### src/hdl/pmscr_pkg.sv
// ==========================================================
// shared constants and carriers for the status/config bank
package pmscr_pkg;

  // ==========================================================
  // widths
  localparam int PTR_W    = 16;
  localparam int DATA_W   = 32;
  localparam int STAT_W   = 16;
  localparam int GAIN_W   = 3;
  localparam int SHIFT_W  = 3;
  localparam int SAMPLE_W = 24;
  localparam int TRIM_W   = 8;

  // ==========================================================
  // register offsets (byte addresses held in the pointer)
  localparam logic [PTR_W-1:0] OFS_SYSTEM_FLAGS     = 16'h0002;
  localparam logic [PTR_W-1:0] OFS_ENGINE_DATE_CODE = 16'h0004;
  localparam logic [PTR_W-1:0] OFS_SYSTEM_CONFIG    = 16'h00a0;

  // ==========================================================
  // system_flags bit positions
  localparam int FLG_MAINS_FAIL   = 12;
  localparam int FLG_DET_B        = 11;
  localparam int FLG_DET_A        = 10;
  localparam int FLG_CH2_POWER    = 9;
  localparam int FLG_CH2_CURRENT  = 8;
  localparam int FLG_CH2_REACTIVE = 7;
  localparam int FLG_CH2_ACTIVE   = 6;
  localparam int FLG_CH1_REACTIVE = 5;
  localparam int FLG_CH1_ACTIVE   = 4;
  localparam int FLG_CH1_POWER    = 3;
  localparam int FLG_CH1_CURRENT  = 2;
  localparam int FLG_V_HIGH       = 1;
  localparam int FLG_V_LOW        = 0;
  localparam int FLG_UNUSED_LO    = 13;

  // ==========================================================
  // system_config field positions
  localparam int CFG_GAIN_CH1_LSB = 0;
  localparam int CFG_GAIN_CH2_LSB = 3;
  localparam int CFG_SOFT_RST_LSB = 6;
  localparam int CFG_SHUTDOWN_LSB = 8;
  localparam int CFG_TRIM_LSB     = 16;

  // ==========================================================
  // reset values
  localparam logic [PTR_W-1:0]  PTR_RST       = 16'h0000;
  localparam logic [GAIN_W-1:0] GAIN_RST      = 3'h0;
  localparam logic [1:0]        SOFT_RST_RST  = 2'h0;
  localparam logic [1:0]        SHUTDOWN_RST  = 2'h0;
  localparam logic [TRIM_W-1:0] TRIM_RST      = 8'h42;
  localparam logic [SHIFT_W-1:0] SHIFT_UNITY  = 3'h0;

  // latched flag indices inside the sticky vector
  localparam int LAT_V_LOW  = 0;
  localparam int LAT_V_HIGH = 1;
  localparam int LAT_DET_A  = 2;
  localparam int LAT_DET_B  = 3;

  // measurement results refreshed at each computation end
  typedef struct packed {
    logic mains_detect_fail;
    logic ch2_power_limit_hit;
    logic ch2_current_limit_hit;
    logic ch2_reactive_sign;
    logic ch2_active_sign;
    logic ch1_reactive_sign;
    logic ch1_active_sign;
    logic ch1_power_limit_hit;
    logic ch1_current_limit_hit;
  } pmscr_meas_t;

  // one-cycle event pulses for the latched flags
  typedef struct packed {
    logic detector_b;
    logic detector_a;
    logic voltage_high;
    logic voltage_low;
  } pmscr_event_t;

endpackage : pmscr_pkg

### src/hdl/pmscr_gain_dec.sv
`timescale 1ns/1ps
`default_nettype none
// ==========================================================
// gain code to left-shift amount (gain = 2**shift)
module pmscr_gain_dec
  import pmscr_pkg::*;
(
  input  wire logic [pmscr_pkg::GAIN_W-1:0]  code_i,
  output logic      [pmscr_pkg::SHIFT_W-1:0] shift_o
);

  // codes 0..5 map to x1..x32, undefined codes fall back to unity
  always_comb begin
    unique case (code_i)
      3'h0, 3'h1, 3'h2, 3'h3, 3'h4, 3'h5: shift_o = code_i;
      default:                            shift_o = SHIFT_UNITY;
    endcase
  end

endmodule : pmscr_gain_dec
`default_nettype wire

### src/hdl/pmscr_regs.sv
`timescale 1ns/1ps
`default_nettype none
module pmscr_regs
  import pmscr_pkg::*;
#(
  // date code value is arbitrary
  parameter logic [pmscr_pkg::STAT_W-1:0] DATE_CODE = 16'h0a15
) (
  input  wire logic                               clk_i,
  input  wire logic                               resetn_i,
  // command port from the serial command decoder
  input  wire logic                               set_ptr_i,
  input  wire logic [pmscr_pkg::PTR_W-1:0]        set_ptr_addr_i,
  input  wire logic                               wr_en_i,
  input  wire logic [pmscr_pkg::DATA_W-1:0]       wr_data_i,
  input  wire logic                               rd_en_i,
  output logic      [pmscr_pkg::DATA_W-1:0]       rd_data_o,
  output logic                                    rd_valid_o,
  output logic      [pmscr_pkg::PTR_W-1:0]        pointer_o,
  // measurement engine
  input  wire logic                               compute_done_i,
  input  wire pmscr_pkg::pmscr_meas_t             meas_i,
  input  wire pmscr_pkg::pmscr_event_t            event_i,
  input  wire pmscr_pkg::pmscr_event_t            event_clear_i,
  // converter datapath
  input  wire logic [pmscr_pkg::SAMPLE_W-1:0]     ch1_sample_i,
  input  wire logic [pmscr_pkg::SAMPLE_W-1:0]     ch2_sample_i,
  output logic      [pmscr_pkg::SAMPLE_W-1:0]     ch1_sample_o,
  output logic      [pmscr_pkg::SAMPLE_W-1:0]     ch2_sample_o,
  output logic      [1:0]                         converter_enable_o,
  output logic      [pmscr_pkg::SHIFT_W-1:0]      ch1_gain_shift_o,
  output logic      [pmscr_pkg::SHIFT_W-1:0]      ch2_gain_shift_o,
  output logic      [pmscr_pkg::TRIM_W-1:0]       reference_trim_code_o
);
  import pmscr_pkg::*;

  // ==========================================================
  // state
  logic [PTR_W-1:0]   register_pointer_reg;
  pmscr_meas_t        meas_reg;
  logic [3:0]         latched_reg;
  logic [3:0]         latched_next;
  logic [GAIN_W-1:0]  ch1_gain_code_reg;
  logic [GAIN_W-1:0]  ch2_gain_code_reg;
  logic [1:0]         soft_reset_reg;
  logic [1:0]         shutdown_reg;
  logic [TRIM_W-1:0]  trim_reg;
  logic [STAT_W-1:0]  system_flags;
  logic [DATA_W-1:0]  system_config;
  logic [DATA_W-1:0]  rd_mux;
  logic [SHIFT_W-1:0] ch1_shift;
  logic [SHIFT_W-1:0] ch2_shift;
  logic               cfg_wr;

  // ==========================================================
  // address pointer
  // only the set-pointer command moves the pointer
  always_ff @(posedge clk_i) begin
    if (!resetn_i) begin
      register_pointer_reg <= PTR_RST;
    end else if (set_ptr_i) begin
      register_pointer_reg <= set_ptr_addr_i;
    end
  end

  // writes land only where the pointer selects the config word
  assign cfg_wr = wr_en_i && (register_pointer_reg == OFS_SYSTEM_CONFIG);

  // ==========================================================
  // status flags
  // live results sampled at the end of each computation
  always_ff @(posedge clk_i) begin
    if (!resetn_i) begin
      meas_reg <= '0;
    end else if (compute_done_i) begin
      meas_reg <= meas_i;
    end
  end

  // sticky flags: a new event beats a clear in the same cycle
  always_comb begin
    latched_next             = latched_reg & ~{event_clear_i.detector_b, event_clear_i.detector_a,
                                               event_clear_i.voltage_high,
                                               event_clear_i.voltage_low};
    latched_next[LAT_V_LOW]  = latched_next[LAT_V_LOW]  | event_i.voltage_low;
    latched_next[LAT_V_HIGH] = latched_next[LAT_V_HIGH] | event_i.voltage_high;
    latched_next[LAT_DET_A]  = latched_next[LAT_DET_A]  | event_i.detector_a;
    latched_next[LAT_DET_B]  = latched_next[LAT_DET_B]  | event_i.detector_b;
  end

  always_ff @(posedge clk_i) begin
    if (!resetn_i) begin
      latched_reg <= 4'h0;
    end else begin
      latched_reg <= latched_next;
    end
  end

  // status word assembly, top bits unimplemented
  always_comb begin
    system_flags                   = 16'h0000;
    system_flags[FLG_MAINS_FAIL]   = meas_reg.mains_detect_fail;
    system_flags[FLG_DET_B]        = latched_reg[LAT_DET_B];
    system_flags[FLG_DET_A]        = latched_reg[LAT_DET_A];
    system_flags[FLG_CH2_POWER]    = meas_reg.ch2_power_limit_hit;
    system_flags[FLG_CH1_POWER]    = meas_reg.ch1_power_limit_hit;
    system_flags[FLG_CH2_CURRENT]  = meas_reg.ch2_current_limit_hit;
    system_flags[FLG_CH1_CURRENT]  = meas_reg.ch1_current_limit_hit;
    system_flags[FLG_CH2_REACTIVE] = meas_reg.ch2_reactive_sign;
    system_flags[FLG_CH1_REACTIVE] = meas_reg.ch1_reactive_sign;
    system_flags[FLG_CH2_ACTIVE]   = meas_reg.ch2_active_sign;
    system_flags[FLG_CH1_ACTIVE]   = meas_reg.ch1_active_sign;
    system_flags[FLG_V_HIGH]       = latched_reg[LAT_V_HIGH];
    system_flags[FLG_V_LOW]        = latched_reg[LAT_V_LOW];
  end

  // ==========================================================
  // configuration word
  always_ff @(posedge clk_i) begin
    if (!resetn_i) begin
      ch1_gain_code_reg <= GAIN_RST;
      ch2_gain_code_reg <= GAIN_RST;
      soft_reset_reg    <= SOFT_RST_RST;
      shutdown_reg      <= SHUTDOWN_RST;
      trim_reg          <= TRIM_RST;
    end else if (cfg_wr) begin
      ch1_gain_code_reg <= wr_data_i[CFG_GAIN_CH1_LSB +: GAIN_W];
      ch2_gain_code_reg <= wr_data_i[CFG_GAIN_CH2_LSB +: GAIN_W];
      soft_reset_reg    <= wr_data_i[CFG_SOFT_RST_LSB +: 2];
      shutdown_reg      <= wr_data_i[CFG_SHUTDOWN_LSB +: 2];
      trim_reg          <= wr_data_i[CFG_TRIM_LSB +: TRIM_W];
    end
  end

  // readback image of the config word
  always_comb begin
    system_config                                = '0;
    system_config[CFG_GAIN_CH1_LSB +: GAIN_W]    = ch1_gain_code_reg;
    system_config[CFG_GAIN_CH2_LSB +: GAIN_W]    = ch2_gain_code_reg;
    system_config[CFG_SOFT_RST_LSB +: 2]         = soft_reset_reg;
    system_config[CFG_SHUTDOWN_LSB +: 2]         = shutdown_reg;
    system_config[CFG_TRIM_LSB +: TRIM_W]        = trim_reg;
  end

  // ==========================================================
  // gain decode, one per channel
  pmscr_gain_dec u_gain_ch1 (
    .code_i  (ch1_gain_code_reg),
    .shift_o (ch1_shift)
  );

  pmscr_gain_dec u_gain_ch2 (
    .code_i  (ch2_gain_code_reg),
    .shift_o (ch2_shift)
  );

  // ==========================================================
  // converter controls
  always_ff @(posedge clk_i) begin
    if (!resetn_i) begin
      ch1_gain_shift_o      <= SHIFT_UNITY;
      ch2_gain_shift_o      <= SHIFT_UNITY;
      converter_enable_o    <= 2'h3;
      reference_trim_code_o <= TRIM_RST;
    end else begin
      ch1_gain_shift_o      <= ch1_shift;
      ch2_gain_shift_o      <= ch2_shift;
      converter_enable_o    <= ~shutdown_reg;
      reference_trim_code_o <= trim_reg;
    end
  end

  // converters keep running under soft reset, output held at zero
  always_ff @(posedge clk_i) begin
    if (!resetn_i) begin
      ch1_sample_o <= '0;
      ch2_sample_o <= '0;
    end else begin
      ch1_sample_o <= soft_reset_reg[0] ? '0 : ch1_sample_i;
      ch2_sample_o <= soft_reset_reg[1] ? '0 : ch2_sample_i;
    end
  end

  // ==========================================================
  // read path
  // unmapped locations read as zero
  always_comb begin
    unique case (register_pointer_reg)
      OFS_SYSTEM_FLAGS:     rd_mux = {16'h0000, system_flags};
      OFS_ENGINE_DATE_CODE: rd_mux = {16'h0000, DATE_CODE};
      OFS_SYSTEM_CONFIG:    rd_mux = system_config;
      default:              rd_mux = '0;
    endcase
  end

  always_ff @(posedge clk_i) begin
    if (!resetn_i) begin
      rd_data_o  <= '0;
      rd_valid_o <= 1'b0;
    end else begin
      rd_valid_o <= rd_en_i;
      if (rd_en_i) begin
        rd_data_o <= rd_mux;
      end
    end
  end

  always_ff @(posedge clk_i) begin
    if (!resetn_i) begin
      pointer_o <= PTR_RST;
    end else begin
      pointer_o <= register_pointer_reg;
    end
  end
endmodule : pmscr_regs
`default_nettype wire

### config.mk
export PLATFORM = sky130hd
export DESIGN_NAME = pmscr_regs
export DESIGN_NICKNAME = d
export VERILOG_FILES = /design/src/hdl/pmscr_pkg.sv /design/src/hdl/pmscr_gain_dec.sv /design/src/hdl/pmscr_regs.sv
export SDC_FILE = /design/constraint.sdc
export NUM_CORES = 1
export LEC_CHECK = 0
export BUFFER_PORTS_ARGS = -buffer_cell sky130_fd_sc_hd__buf_2
export CORE_ASPECT_RATIO = 1.2
export CORE_MARGIN = 2
export CORE_UTILIZATION = 46
export DETAILED_ROUTE_END_ITERATION = 12
export PLACE_DENSITY_LB_ADDON = 0.15
export SETUP_SLACK_MARGIN = 0.5
export SYNTH_ARGS = -nofsm -noshare
export SYNTH_HDL_FRONTEND = slang
export SYNTH_HIERARCHICAL = 1
export SYNTH_SLANG_ARGS = --single-unit
### constraint.sdc
create_clock -name clk_i -period 2.33 [get_ports clk_i]
set_input_delay 0.466 -clock clk_i [delete_from_list [all_inputs] [get_ports clk_i]]
set_output_delay 0.466 -clock clk_i [all_outputs]
set_load 0.005 [all_outputs]
======== Yosys cells after proc, flatten, opt, wreduce, memory -nomap -nowiden ========
Index checks and enable logic that the tools add are counted.
operators by class
  shift-type cells ........................ 0
  div/mod/pow operators ................... 0
  multipliers ............................. 0
  equal/unequal tests ..................... 13
  magnitude comparators ................... 0
  bitwise operators ....................... 8
  add/subtract/negate cells ............... 0
  multiplexer cells ....................... 1
  reduce and logical (&&, ||, !) cells .... 9
operators with widths
  kind                                                                    number
  24-bit one-hot mux with 3 select lines                                  1
  16-bit by 2-bit equality test with 1-bit output, second input constant  1
  16-bit by 3-bit equality test with 1-bit output, second input constant  1
  16-bit by 8-bit equality test with 1-bit output, second input constant  1
  3-bit by 2-bit equality test with 1-bit output, second input constant   4
  3-bit equality test, second input constant                              4
  6-bit OR reduction                                                      2
  3-bit by 1-bit equality test with 1-bit output, second input constant   2
  3-bit zero test                                                         2
  4-bit bitwise AND                                                       1
  4-bit inverter                                                          1
  1-bit OR                                                                4
  2-bit AND reduction                                                     2
  2-bit OR reduction                                                      2
  2-bit inverter                                                          1
  1-bit logical AND                                                       1
  1-bit inverter                                                          1
storage, ports and cells
  bits in latches ......................... 0
  output and inout port bits .............. 113
  memories kept ........................... 0
  bits in writable memories ............... 0
  register bits ........................... 160
  bits of input ports ..................... 119
  logic and storage cells ................. 56
  memory bits (read-only) ................. 0

======== Logic depth before layout (Yosys ltp) ========
Gate-level depths: netlist of run 1.
  depth after elaboration ................. 3
  mapped depth ............................ 6
  gate-level depth less buffers ........... 4

======== Hierarchy ========
The synthesis of run 1 kept the hierarchy.
by module, submodules not included
  module          cells an instance  area an instance (µm²)  instances
  pmscr_regs      455                4937.2                  1
  pmscr_gain_dec  3                  22.5                    2

======== Worst setup path after synthesis of run 1 ========
No wires, ideal clock.
  path type ............................... register to register
  start ................................... register register_pointer_reg[11]
  end ..................................... register ch1_gain_code_reg[0]
  library setup time ...................... 0.072 ns
  path buffers ............................ 2
  arrival time ............................ 1.783 ns
  cell stages (with the launch flop) ...... 7
  data required time ...................... 2.258 ns
  path slack .............................. 0.476 ns
  clock period less this slack ............ 1.854 ns
  cells stage by stage .................... dfxtp_1 or4_4 nor4_2 and2_1 buf_6 buf_6 mux2i_1
between the ends
  longest elaborated chain between the ends .. 2
ends and longest elaborated chain
  what                                             line               source
  start: declaration                               pmscr_regs.sv:39   logic [PTR_W-1:0] register_pointer_reg;
  start signal: assignment                         pmscr_regs.sv:62   register_pointer_reg <= set_ptr_addr_i;
  16-bit by 8-bit equality test with 1-bit output  pmscr_regs.sv:67   assign cfg_wr = wr_en_i && (register_pointer_reg == OFS_SYSTEM_CONFIG);
  1-bit logical AND                                pmscr_regs.sv:67
  end signal: assignment                           pmscr_regs.sv:127  ch1_gain_code_reg <= wr_data_i[CFG_GAIN_CH1_LSB +: GAIN_W];
  end: declaration                                 pmscr_regs.sv:43   logic [GAIN_W-1:0] ch1_gain_code_reg;
No other way between the ends.
A chain may end at the register's enable or synchronous reset.

======== Worst setup path in the final report of run 1 ========
  start ................................... register register_pointer_reg[6]
  end ..................................... register soft_reset_reg[0]
between the ends
  longest elaborated chain between the ends .. 2
ends and longest elaborated chain
  what                                             line               source
  16-bit by 8-bit equality test with 1-bit output  pmscr_regs.sv:67
  1-bit logical AND                                pmscr_regs.sv:67
  end signal: assignment                           pmscr_regs.sv:129  soft_reset_reg <= wr_data_i[CFG_SOFT_RST_LSB +: 2];
  end: declaration                                 pmscr_regs.sv:45   logic [1:0] soft_reset_reg;
No other way between the ends.

==> flow_summary_export.csv, run 1 <==
group,metric,value,unit
flow_run,cap_violations,0,
critical_path,worstPathArrival,2250,ps
floorplanning,die_h,118,µm
timing,setup-violations-final,0,
cells_and_area,top_regs,"ch1_sample_o x24, ch2_sample_o x24, rd_data_o x21",
cells_and_area,drive_above_1_share,0.399,
floorplanning,initial_core_util,0.474,
route,drt_pass1_iterations,4,
route,wl_per_cell,13.9,µm
timing,setup_ws,407,ps
timing,achievable-frequency,0.520,GHz
timing,finalMaxSlewViolations,0,
floorplanning,dieWidth,99.0,µm
global_route,grt_overflow,0,
clock_network,numClockSinks,149,
yosys,syn-cell-area,0.00498,mm²
critical_path,worstSetupEndpointType,"register",
route,routed_via_density,4.71,
placement,dp_cells,776,
clock_network,clockBufferDepth,2,
critical_path,cp.required,2660,ps
timing,rsz0062_at_grt,"yes",
route,drc_errors,0,
cells_and_area,fin_nets,796,
timing,period_share,0.825,
timing,finalSetupTns,0,ps
yosys,synth_cell_types,26,
global_route,antenna_found_initial,0,
critical_path,worst_setup_path_start_kind,"register",
timing,hold_viol,0,
cells_and_area,diodes,0,
global_route,grt_pass1_vias,3711,
yosys,yosysSeqAreaShare,0.599,
critical_path,critPathMaxFanout,8,
yosys,ys_ff_latch,149,
timing,final.setup_skew,8.41,ps
timing,period_needed,1920,ps
route,first_iter_violations,127,
yosys,synthCells,461,
floorplanning,coreArea,0.0105,mm²
min_path,holdCritPathClass,"in2reg",
floorplanning,die-area,0.0117,mm²
power,power_density,828,mW/mm²
clock_network,cts_root_buffer,"clkbuf_16",
cells_and_area,instances_no_fill,818,
placement,post-dp-hpwl,7790,µm
placement,gp_congestion,0.752,
global_route,grt_pass1_wl,17700,µm
power,p_total,5.70,mW
clock_network,path_clk_slew,60,ps
clock_network,cts_buffers,17,
yosys,ys_warn_count,6,
timing,hold_slack,254,ps
global_route,grt_max_degree,79,
route,via_count,3849,
outcome,status,"complete, no violations",
route,routed_wl,11400,µm
floorplanning,boundaryPins,232,
placement,pre_cts_slack,251,ps
clock_network,clk_latency,410,ps
power,leakage,3.28,nW
clock_network,cts_tree,"done",
cells_and_area,syn_to_final_growth,38.2,%
floorplanning,rows,41,
cells_and_area,num-fill-cells,881,
power,ir_drop,0.000491,V
global_route,grt_usage,0.191,
yosys,syn_avg_cell_area,10.8,µm²
critical_path,critical_path_class,"reg2reg",
route,ant_nets,0,
placement,port_buffers,206,
clock_network,cts-htree-levels,4,
==> stage by stage <==
| step | area [µm²] | utilization |
|---|---|---|
| 2_1_floorplan | 5040 | - |
| 3_3_place_gp | 6100 | 0.580 |
| 3_5_place_dp | 6100 | 0.580 |
| 4_1_cts | 6740 | 0.641 |
| 5_1_grt | 6890 | 0.655 |
| 6_report | 6890 | 0.655 |
==> cell families (layout without fill, tap and decap cells) <==
logic type,count (synthesis),after routing,share of synthesized area
AO/OA/AOI/OAI,53,53,0.0681
buffers and inverters,47,265,0.0475
flip-flops,149,149,0.599
multiplexers,41,41,0.0824
other,1,11,0.000753
AND/OR/NAND/NOR,170,170,0.203
==> power by group <==
part | internal (mW) | switching (mW)
combinational | 0.206 | 0.171
clock | 1.63 | 1.01
sequential | 2.65 | 0.0364
total | 4.48 | 1.22
==> worst paths after layout <==
kind,start,end,slack (ps),depth (start not counted)
worst min register to register,shutdown_reg[0]$_SDFFE_PN0P_,converter_enable_o[0]$_SDFF_PN1_,420,1
worst max register to register,register_pointer_reg[6]$_SDFFE_PN0P_,soft_reset_reg[0]$_SDFFE_PN0P_,410,6
worst min-delay path,ch2_sample_i[22],ch2_sample_o[22]$_SDFF_PP0_,250,2
worst max-delay path,register_pointer_reg[6]$_SDFFE_PN0P_,soft_reset_reg[0]$_SDFFE_PN0P_,410,6
==> synth_stat cells <==
| cell type | number | area share |
|---|---|---|
| a21oi_1 | 13 | 0.013 |
| nand2_1 | 33 | 0.025 |
| or4_1 | 1 | 0.0015 |
| a22oi_1 | 10 | 0.015 |
| nand2b_1 | 12 | 0.015 |
| a31oi_1 | 2 | 0.0025 |
| o41a_1 | 1 | 0.0023 |
| and2_1 | 72 | 0.090 |
| o21ai_0 | 11 | 0.011 |
| buf_2 | 3 | 0.0030 |
| nor2b_1 | 33 | 0.041 |
| dfxtp_1 | 149 | 0.60 |
| or4bb_1 | 1 | 0.0023 |
| o21a_1 | 4 | 0.0060 |
| nor4_2 | 2 | 0.0050 |
| and2b_2 | 2 | 0.0035 |
| inv_1 | 8 | 0.0060 |
| clkbuf_1 | 23 | 0.017 |
| nand3_1 | 10 | 0.010 |
| buf_6 | 2 | 0.0045 |
| or4b_2 | 2 | 0.0040 |
| or4_4 | 2 | 0.0045 |
| conb_1 | 1 | 0.00075 |
| mux2i_1 | 41 | 0.082 |
| a21boi_0 | 12 | 0.018 |
| buf_4 | 11 | 0.017 |
==> placed cells by master, fill, tap and decap left out, drive strengths merged, types with 11 or more instances in the layout <==
cell type,synthesis,routed
a21boi,12,12
a21oi,13,13
and2,72,72
buf,16,224
clkbuf,23,21
conb,1,11
dfxtp,149,149
mux2i,41,41
nand2,33,33
nand2b,12,12
nor2b,33,33
o21ai,11,11
==> critical path, cell delays in order, from the launching register on <==
cell	delay, ps
dfxtp_2	320
or4_4	560
nor4_4	300
buf_6	160
and2_4	170
buf_8	140
mux2i_1	190
==> timing repair <==
action / in CTS / in global routing
gates resized for setup: 9 / 29
buffers inserted: 3 / 4
hold buffers: 0 / 0
setup endpoints to repair: 34 / 39
pin swaps: 3 / 19
gates cloned: 1 / 3
==> final cells by class <==
cell class / instances / area [µm²] / share of cell area
Multi-Input combinational cell: 275 / 1850 / 0.269
Clock inverter: 12 / 129 / 0.0187
Tap cell: 129 / 161 / 0.0234
Clock buffer: 19 / 453 / 0.0658
Timing Repair Buffer: 226 / 1270 / 0.185
Sequential cell: 149 / 2990 / 0.434
Inverter: 8 / 30.0 / 0.00436
==> per-layer routing <==
metal	up-vias	part of all wire	wire, µm	GRT usage
met3	20	0.074	836	0.0671
li1	1918	-	-	-
met1	1767	0.41	4650	0.225
met2	144	0.50	5640	0.319
met4	0	0.020	231	0.0702
met5	-	0	0	0
Power figures use the tool's default switching activity.
==> inputs of run 2 (changes only) <==
--- a/config.mk
+++ b/config.mk
@@ -8,7 +8,7 @@
 export BUFFER_PORTS_ARGS = -buffer_cell sky130_fd_sc_hd__buf_2
 export CORE_ASPECT_RATIO = 1.2
 export CORE_MARGIN = 2
-export CORE_UTILIZATION = 46
+export CORE_UTILIZATION = 42
 export DETAILED_ROUTE_END_ITERATION = 12
 export PLACE_DENSITY_LB_ADDON = 0.15
 export SETUP_SLACK_MARGIN = 0.5
==> constraint.sdc (replaced) <==
create_clock -name clk_i -period 1.6 [get_ports clk_i]
set_input_delay 0.32 -clock clk_i [delete_from_list [all_inputs] [get_ports clk_i]]
set_output_delay 0.32 -clock clk_i [all_outputs]
set_load 0.005 [all_outputs]
==> run 2 against run 1 <==
The run now ends with setup timing left. Critical path type unchanged. Utilization down 3.8 points. Critical path depth down 1. Routed wire length up 1.0%. Via count down 0.44%. Clock power up 43%. Sequential cell count unchanged. Power up 46%. Die area up 9.2%. Combinational power up 62%. Final cell count up 4.0%. Non-clock buffer count up 4. Sequential share of layout area down 0.53 points.
==> flow_summary_export.csv, run 2 (synthesis gave the netlist of run 1 again) <==
group,metric,value,unit
timing,setup_ws,-275,ps
critical_path,cp.required,1930,ps
clock_network,cts-htree-levels,4,
route,drc_errors,0,
floorplanning,rows,43,
timing,hold_slack,110,ps
placement,post-dp-hpwl,8080,µm
power,ir_drop,0.000664,V
floorplanning,coreArea,0.0116,mm²
floorplanning,die-area,0.0128,mm²
timing,hold_viol,0,
floorplanning,initial_core_util,0.431,
min_path,holdCritPathClass,"in2reg",
global_route,grt_usage,0.175,
critical_path,critPathMaxFanout,10,
global_route,antenna_found_initial,0,
global_route,grt_overflow,0,
clock_network,cts_tree,"done",
critical_path,worstSetupEndpointType,"register",
critical_path,worstPathArrival,2200,ps
critical_path,slowest_delay,570,ps
floorplanning,die_h,123,µm
clock_network,path_clk_slew,60,ps
critical_path,path_cells,"or4_4 -> nor4_4 -> and2_4 -> buf_12 -> mux2i_2",
critical_path,path_buf_inv,1,
clock_network,cts_root_buffer,"clkbuf_16",
placement,port_buffers,206,
power,leakage,3.32,nW
outcome,violations,"setup timing",
flow_run,cap_violations,0,
global_route,grt_pass1_wl,17200,µm
global_route,grt_pass1_vias,3610,
timing,rsz0062_at_grt,"yes",
route,first_iter_violations,75,
critical_path,worst_setup_path_start_kind,"register",
outcome,status,"complete, but fails checks",
timing,setup-violations-final,39,
cells_and_area,diodes,0,
floorplanning,boundaryPins,232,
cells_and_area,drive_above_1_share,0.483,
cells_and_area,fin_nets,800,
global_route,grt_max_degree,107,
timing,achievable-frequency,0.533,GHz
route,drt_pass1_iterations,4,
route,routed_wl,11500,µm
clock_network,numClockSinks,149,
placement,gp_congestion,0.736,
clock_network,clockBufferDepth,2,
cells_and_area,top_regs,"ch1_sample_o x24, ch2_sample_o x24, rd_data_o x21",
power,power_density,1170,mW/mm²
critical_path,slowest_stage,"or4_4",
route,via_count,3832,
timing,period_share,1.17,
critical_path,critical_path_class,"reg2reg",
timing,finalMaxSlewViolations,0,
clock_network,clk_latency,400,ps
timing,final.setup_skew,4.92,ps
timing,period_needed,1870,ps
clock_network,cts_buffers,17,
timing,finalSetupTns,-8590,ps
cells_and_area,most-common-layout-cells,"buf_2, dfxtp_1, and2_1",
cells_and_area,mostFrequentLayoutCell,"buf_2",
route,wl_per_cell,13.5,µm
route,ant_nets,0,
critical_path,critPathTopFamily,"simple AND/OR/NAND/NOR gates",
route,routed_via_density,4.50,
cells_and_area,syn_to_final_growth,43.1,%
floorplanning,dieWidth,103,µm
==> run 2: worst register-to-register path, delay by kind of cell, from the launching register on <==
kind / cells / cell delay [ps]
simple gates: 3 / 1150
flops: 1 / 310
buf+inv: 1 / 140
mux: 1 / 200
==> run 2: layout make-up <==
cell class	count	area [µm²]
timing repair buffer	230	1420
fill	1027	4440
sequential	149	3060
clock buffer	19	453
multi-input combinational	275	1850
tap	157	196
clock inverter	13	126
inverter	8	30.0
==> run 2: metal layers <==
layer	track usage	wire [µm]	vias to the layer above
met5	0	0	-
met4	0.0617	148	0
met3	0.0526	674	9
met2	0.286	5940	110
met1	0.218	4710	1786
li1	-	-	1927
==> run 2: where the power goes <==
part	switching [mW]	total [mW]	leakage [nW]	internal, mW
registers	0.0569	3.92	1.24	3.86
logic	0.260	0.612	1.81	0.352
clock network	1.55	3.78	0.260	2.24
==> run 2: per-stage QoR <==
| step | utilization | worst slack [ps] | total power [mW] | cells | area (µm²) |
|---|---|---|---|---|---|
| finish | 0.617 | -275 | 8.31 | 851 | 7130 |
| global placement | 0.537 | -273 | 4.53 | 814 | 6210 |
| detailed placement | 0.537 | -337 | 4.55 | 814 | 6210 |
| global route | 0.617 | -372 | 8.61 | 851 | 7130 |
| CTS | 0.603 | -322 | 8.38 | 849 | 6970 |
| floorplan | - | -225 | 4.27 | 471 | 5060 |
==> run 2: path summary, 6_finish.rpt <==
check / endpoint / start / slack (ps) / cells after the start
hold / removal: ch1_sample_o[22]$_SDFF_PP0_ / ch1_sample_i[22] / 110 / 2
hold reg to reg: converter_enable_o[1]$_SDFF_PN1_ / shutdown_reg[1]$_SDFFE_PN0P_ / 430 / 1
setup reg to reg: ch1_gain_code_reg[0]$_SDFFE_PN0P_ / register_pointer_reg[10]$_SDFFE_PN0P_ / -270 / 5
setup / recovery: ch1_gain_code_reg[0]$_SDFFE_PN0P_ / register_pointer_reg[10]$_SDFFE_PN0P_ / -270 / 5
==> run 2: repair_timing <==
action                                  4_1_cts  5_1_grt
endpoints found under the setup margin      141      141
pin swaps                                     6        4
hold endpoints to repair                      0        0
hold buffers                                  0        0
gates resized for setup                      70       43
gates cloned                                  1        0
setup buffers                                 2        2
==> inputs of run 3 (changes only) <==
--- a/config.mk
+++ b/config.mk
@@ -8,11 +8,10 @@
 export BUFFER_PORTS_ARGS = -buffer_cell sky130_fd_sc_hd__buf_2
 export CORE_ASPECT_RATIO = 1.2
 export CORE_MARGIN = 2
-export CORE_UTILIZATION = 42
+export CORE_UTILIZATION = 41
 export DETAILED_ROUTE_END_ITERATION = 12
 export PLACE_DENSITY_LB_ADDON = 0.15
 export SETUP_SLACK_MARGIN = 0.5
 export SYNTH_ARGS = -nofsm -noshare
 export SYNTH_HDL_FRONTEND = slang
-export SYNTH_HIERARCHICAL = 1
 export SYNTH_SLANG_ARGS = --single-unit
==> run 3 against run 2 <==
The flow still finishes with violations (setup timing). Largest cell class unchanged. Final cell count down 0.24%. Via count grew 1.1%. Power grew 1.3%. Critical path type unchanged. Fmax shrank 0.80%. Worst setup slack got worse by 15 ps. Sequential cell count did not move. Cell area up 0.89%. Global-route usage rose by 0.063 points. Register-to-register slack worse by 20 ps. Count of clock-buffer cells in the layout is 2 higher. Routed wire length increased by 3.1%.
==> flow_summary_export.csv, run 3 <==
group,metric,value,unit
route,ant_nets,0,
floorplanning,coreArea,0.0119,mm²
cells_and_area,fin_nets,794,
cells_and_area,mostFrequentLayoutCell,"buf_2",
yosys,synth.most_common_cell,"dfxtp_1",
timing,hold_slack,109,ps
cells_and_area,drive_above_1_share,0.513,
yosys,yosys.area.top_type_share,0.601,
critical_path,cp.required,1930,ps
clock_network,numClockSinks,149,
power,p_total,8.42,mW
timing,period_needed,1890,ps
cells_and_area,design_area,0.00720,mm²
timing,setup_ws,-290,ps
clock_network,clockBufferDepth,2,
cells_and_area,top_regs,"ch1_sample_o x24, ch2_sample_o x24, rd_data_o x21",
clock_network,cts_tree,"done",
yosys,yosys-top-cells-count,"dfxtp_1, and2_1, mux2i_1",
clock_network,cts_buffers,17,
power,ir_drop,0.000593,V
route,routed_wl,11800,µm
critical_path,worstPathArrival,2220,ps
timing,finalMaxSlewViolations,0,
yosys,synth_cell_types,33,
yosys,synth-async-reset-ratio,0,
clock_network,clk_latency,410,ps
cells_and_area,most-common-layout-cells,"buf_2, dfxtp_1, and2_1",
power,leakage,3.40,nW
clock_network,hold_buffers,0,
route,drt_pass1_iterations,4,
yosys,ys_warn_count,0,
floorplanning,die_h,124,µm
floorplanning,initial_core_util,0.415,
floorplanning,die-area,0.0130,mm²
placement,placed_area,0.00627,mm²
timing,setup-violations-final,39,
route,routed_via_density,4.56,
yosys,ys_ff_latch,149,
yosys,synth-edff-count,0,
critical_path,critPathMaxFanout,10,
min_path,holdCritPathClass,"in2reg",
global_route,antenna_found_initial,0,
floorplanning,rows,44,
cells_and_area,syn_to_final_growth,45.1,%
cells_and_area,multi_input_area,0.00192,mm²
route,drc_errors,0,
global_route,grt_pass1_vias,3688,
outcome,status,"complete, but fails checks",
clock_network,path_clk_slew,60,ps
cells_and_area,instances_no_fill,849,
global_route,grt_usage,0.175,
timing,finalSetupTns,-10090,ps
yosys,synth.largest_area_cell,"dfxtp_1",
yosys,yosysSeqAreaShare,0.601,
floorplanning,boundaryPins,232,
route,via_count,3874,
yosys,dominantRegCellSynth,"dfxtp_1",
clock_network,cts-htree-levels,4,
cells_and_area,num-fill-cells,1014,
timing,period_share,1.18,
yosys,synthCells,447,
clock_network,cts_root_buffer,"clkbuf_16",
yosys,synth_area_leaders,"dfxtp_1, and2_1, mux2i_1, nor2b_1, buf_4",
timing,rsz0062_at_grt,"yes",
placement,post-dp-hpwl,8170,µm
flow_run,cap_violations,0,
global_route,grt_overflow,0,
yosys,syn-cell-area,0.00496,mm²
timing,final.setup_skew,7.77,ps
critical_path,worst_setup_path_start_kind,"register",
placement,dp_cells,811,
outcome,violations,"setup timing",
route,wl_per_cell,13.9,µm
critical_path,worstSetupEndpointType,"register",
placement,gp_congestion,0.780,
timing,achievable-frequency,0.529,GHz
route,first_iter_violations,114,
placement,port_buffers,206,
power,power_density,1170,mW/mm²
timing,hold_viol,0,
yosys,syn_avg_cell_area,11.1,µm²
cells_and_area,regArea,0.00305,mm²
global_route,grt_max_degree,41,
cells_and_area,diodes,0,
global_route,grt_pass1_wl,18000,µm
floorplanning,dieWidth,104,µm
critical_path,critical_path_class,"reg2reg",
## run 3: changes by cell type in the layout (fill, tap and decap cells not counted), moves of 6 or more
cell	before	now
nand3_2	2	9
buf_2	180	189
nand3_1	8	0
inv_1	8	0
buf_6	30	22
nand4_1	0	6
nand2_1	33	21
## run 3: area by class of cell
class                   count  share of cell area
flip-flops and latches    149               0.424
multi-input cells         270               0.266
repair buffers            237               0.200
clock buffers              21              0.0640
well taps                 161              0.0280
clock inverters            11              0.0176
## run 3: worst paths after layout
path / from / end / slack, ps / depth (start not counted)
max: register_pointer_reg[10]$_SDFFE_PN0P_ / rd_data_o[9]$_SDFFE_PN0P_ / -290 / 6
min: ch2_sample_i[19] / ch2_sample_o[19]$_SDFF_PP0_ / 110 / 2
max reg2reg: register_pointer_reg[10]$_SDFFE_PN0P_ / rd_data_o[9]$_SDFFE_PN0P_ / -290 / 6
min reg2reg: shutdown_reg[1]$_SDFFE_PN0P_ / converter_enable_o[1]$_SDFF_PN1_ / 410 / 1
## run 3: repair_timing
| action | 4_1_cts | 5_1_grt |
|---|---|---|
| buffers inserted | 2 | 1 |
| endpoints found under the setup margin | 141 | 141 |
| resized for setup | 47 | 54 |
| cloned | 1 | 2 |
| pin swaps | 1 | 21 |
## run 3: where the power goes
part	total, mW	leakage [nW]	switching, mW	internal, mW
Combinational	0.613	1.88	0.268	0.345
Sequential	3.92	1.24	0.0562	3.86
Clock	3.89	0.276	1.50	2.38
## run 3: metrics by stage
step	util	setup slack, ps
after global placement	0.525	-307
after CTS	0.585	-304
after detailed placement	0.525	-357
final	0.602	-290
after global routing	0.602	-343
after floorplan	-	-287
## run 3: per-layer routing
layer  share of wire  global-route usage
met1            0.42               0.212
met2            0.50               0.290
met3           0.064              0.0502
met4           0.015              0.0771
met5               0                   0
## run 3: cell families after synthesis
family / share of synthesized area
and+or+nand+nor: 0.206
DFF: 0.601
AOI/OAI and AO/OA: 0.0749
buffers and inverters: 0.0414
muxes: 0.0752
other: 0.000756
## run 3: worst max-delay path: stages (launching register included)
cell     delay [ps]
dfxtp_2         320
or4_4           570
nor4_4          320
buf_6           210
buf_8           150
a22oi_1          90
a21oi_1         150
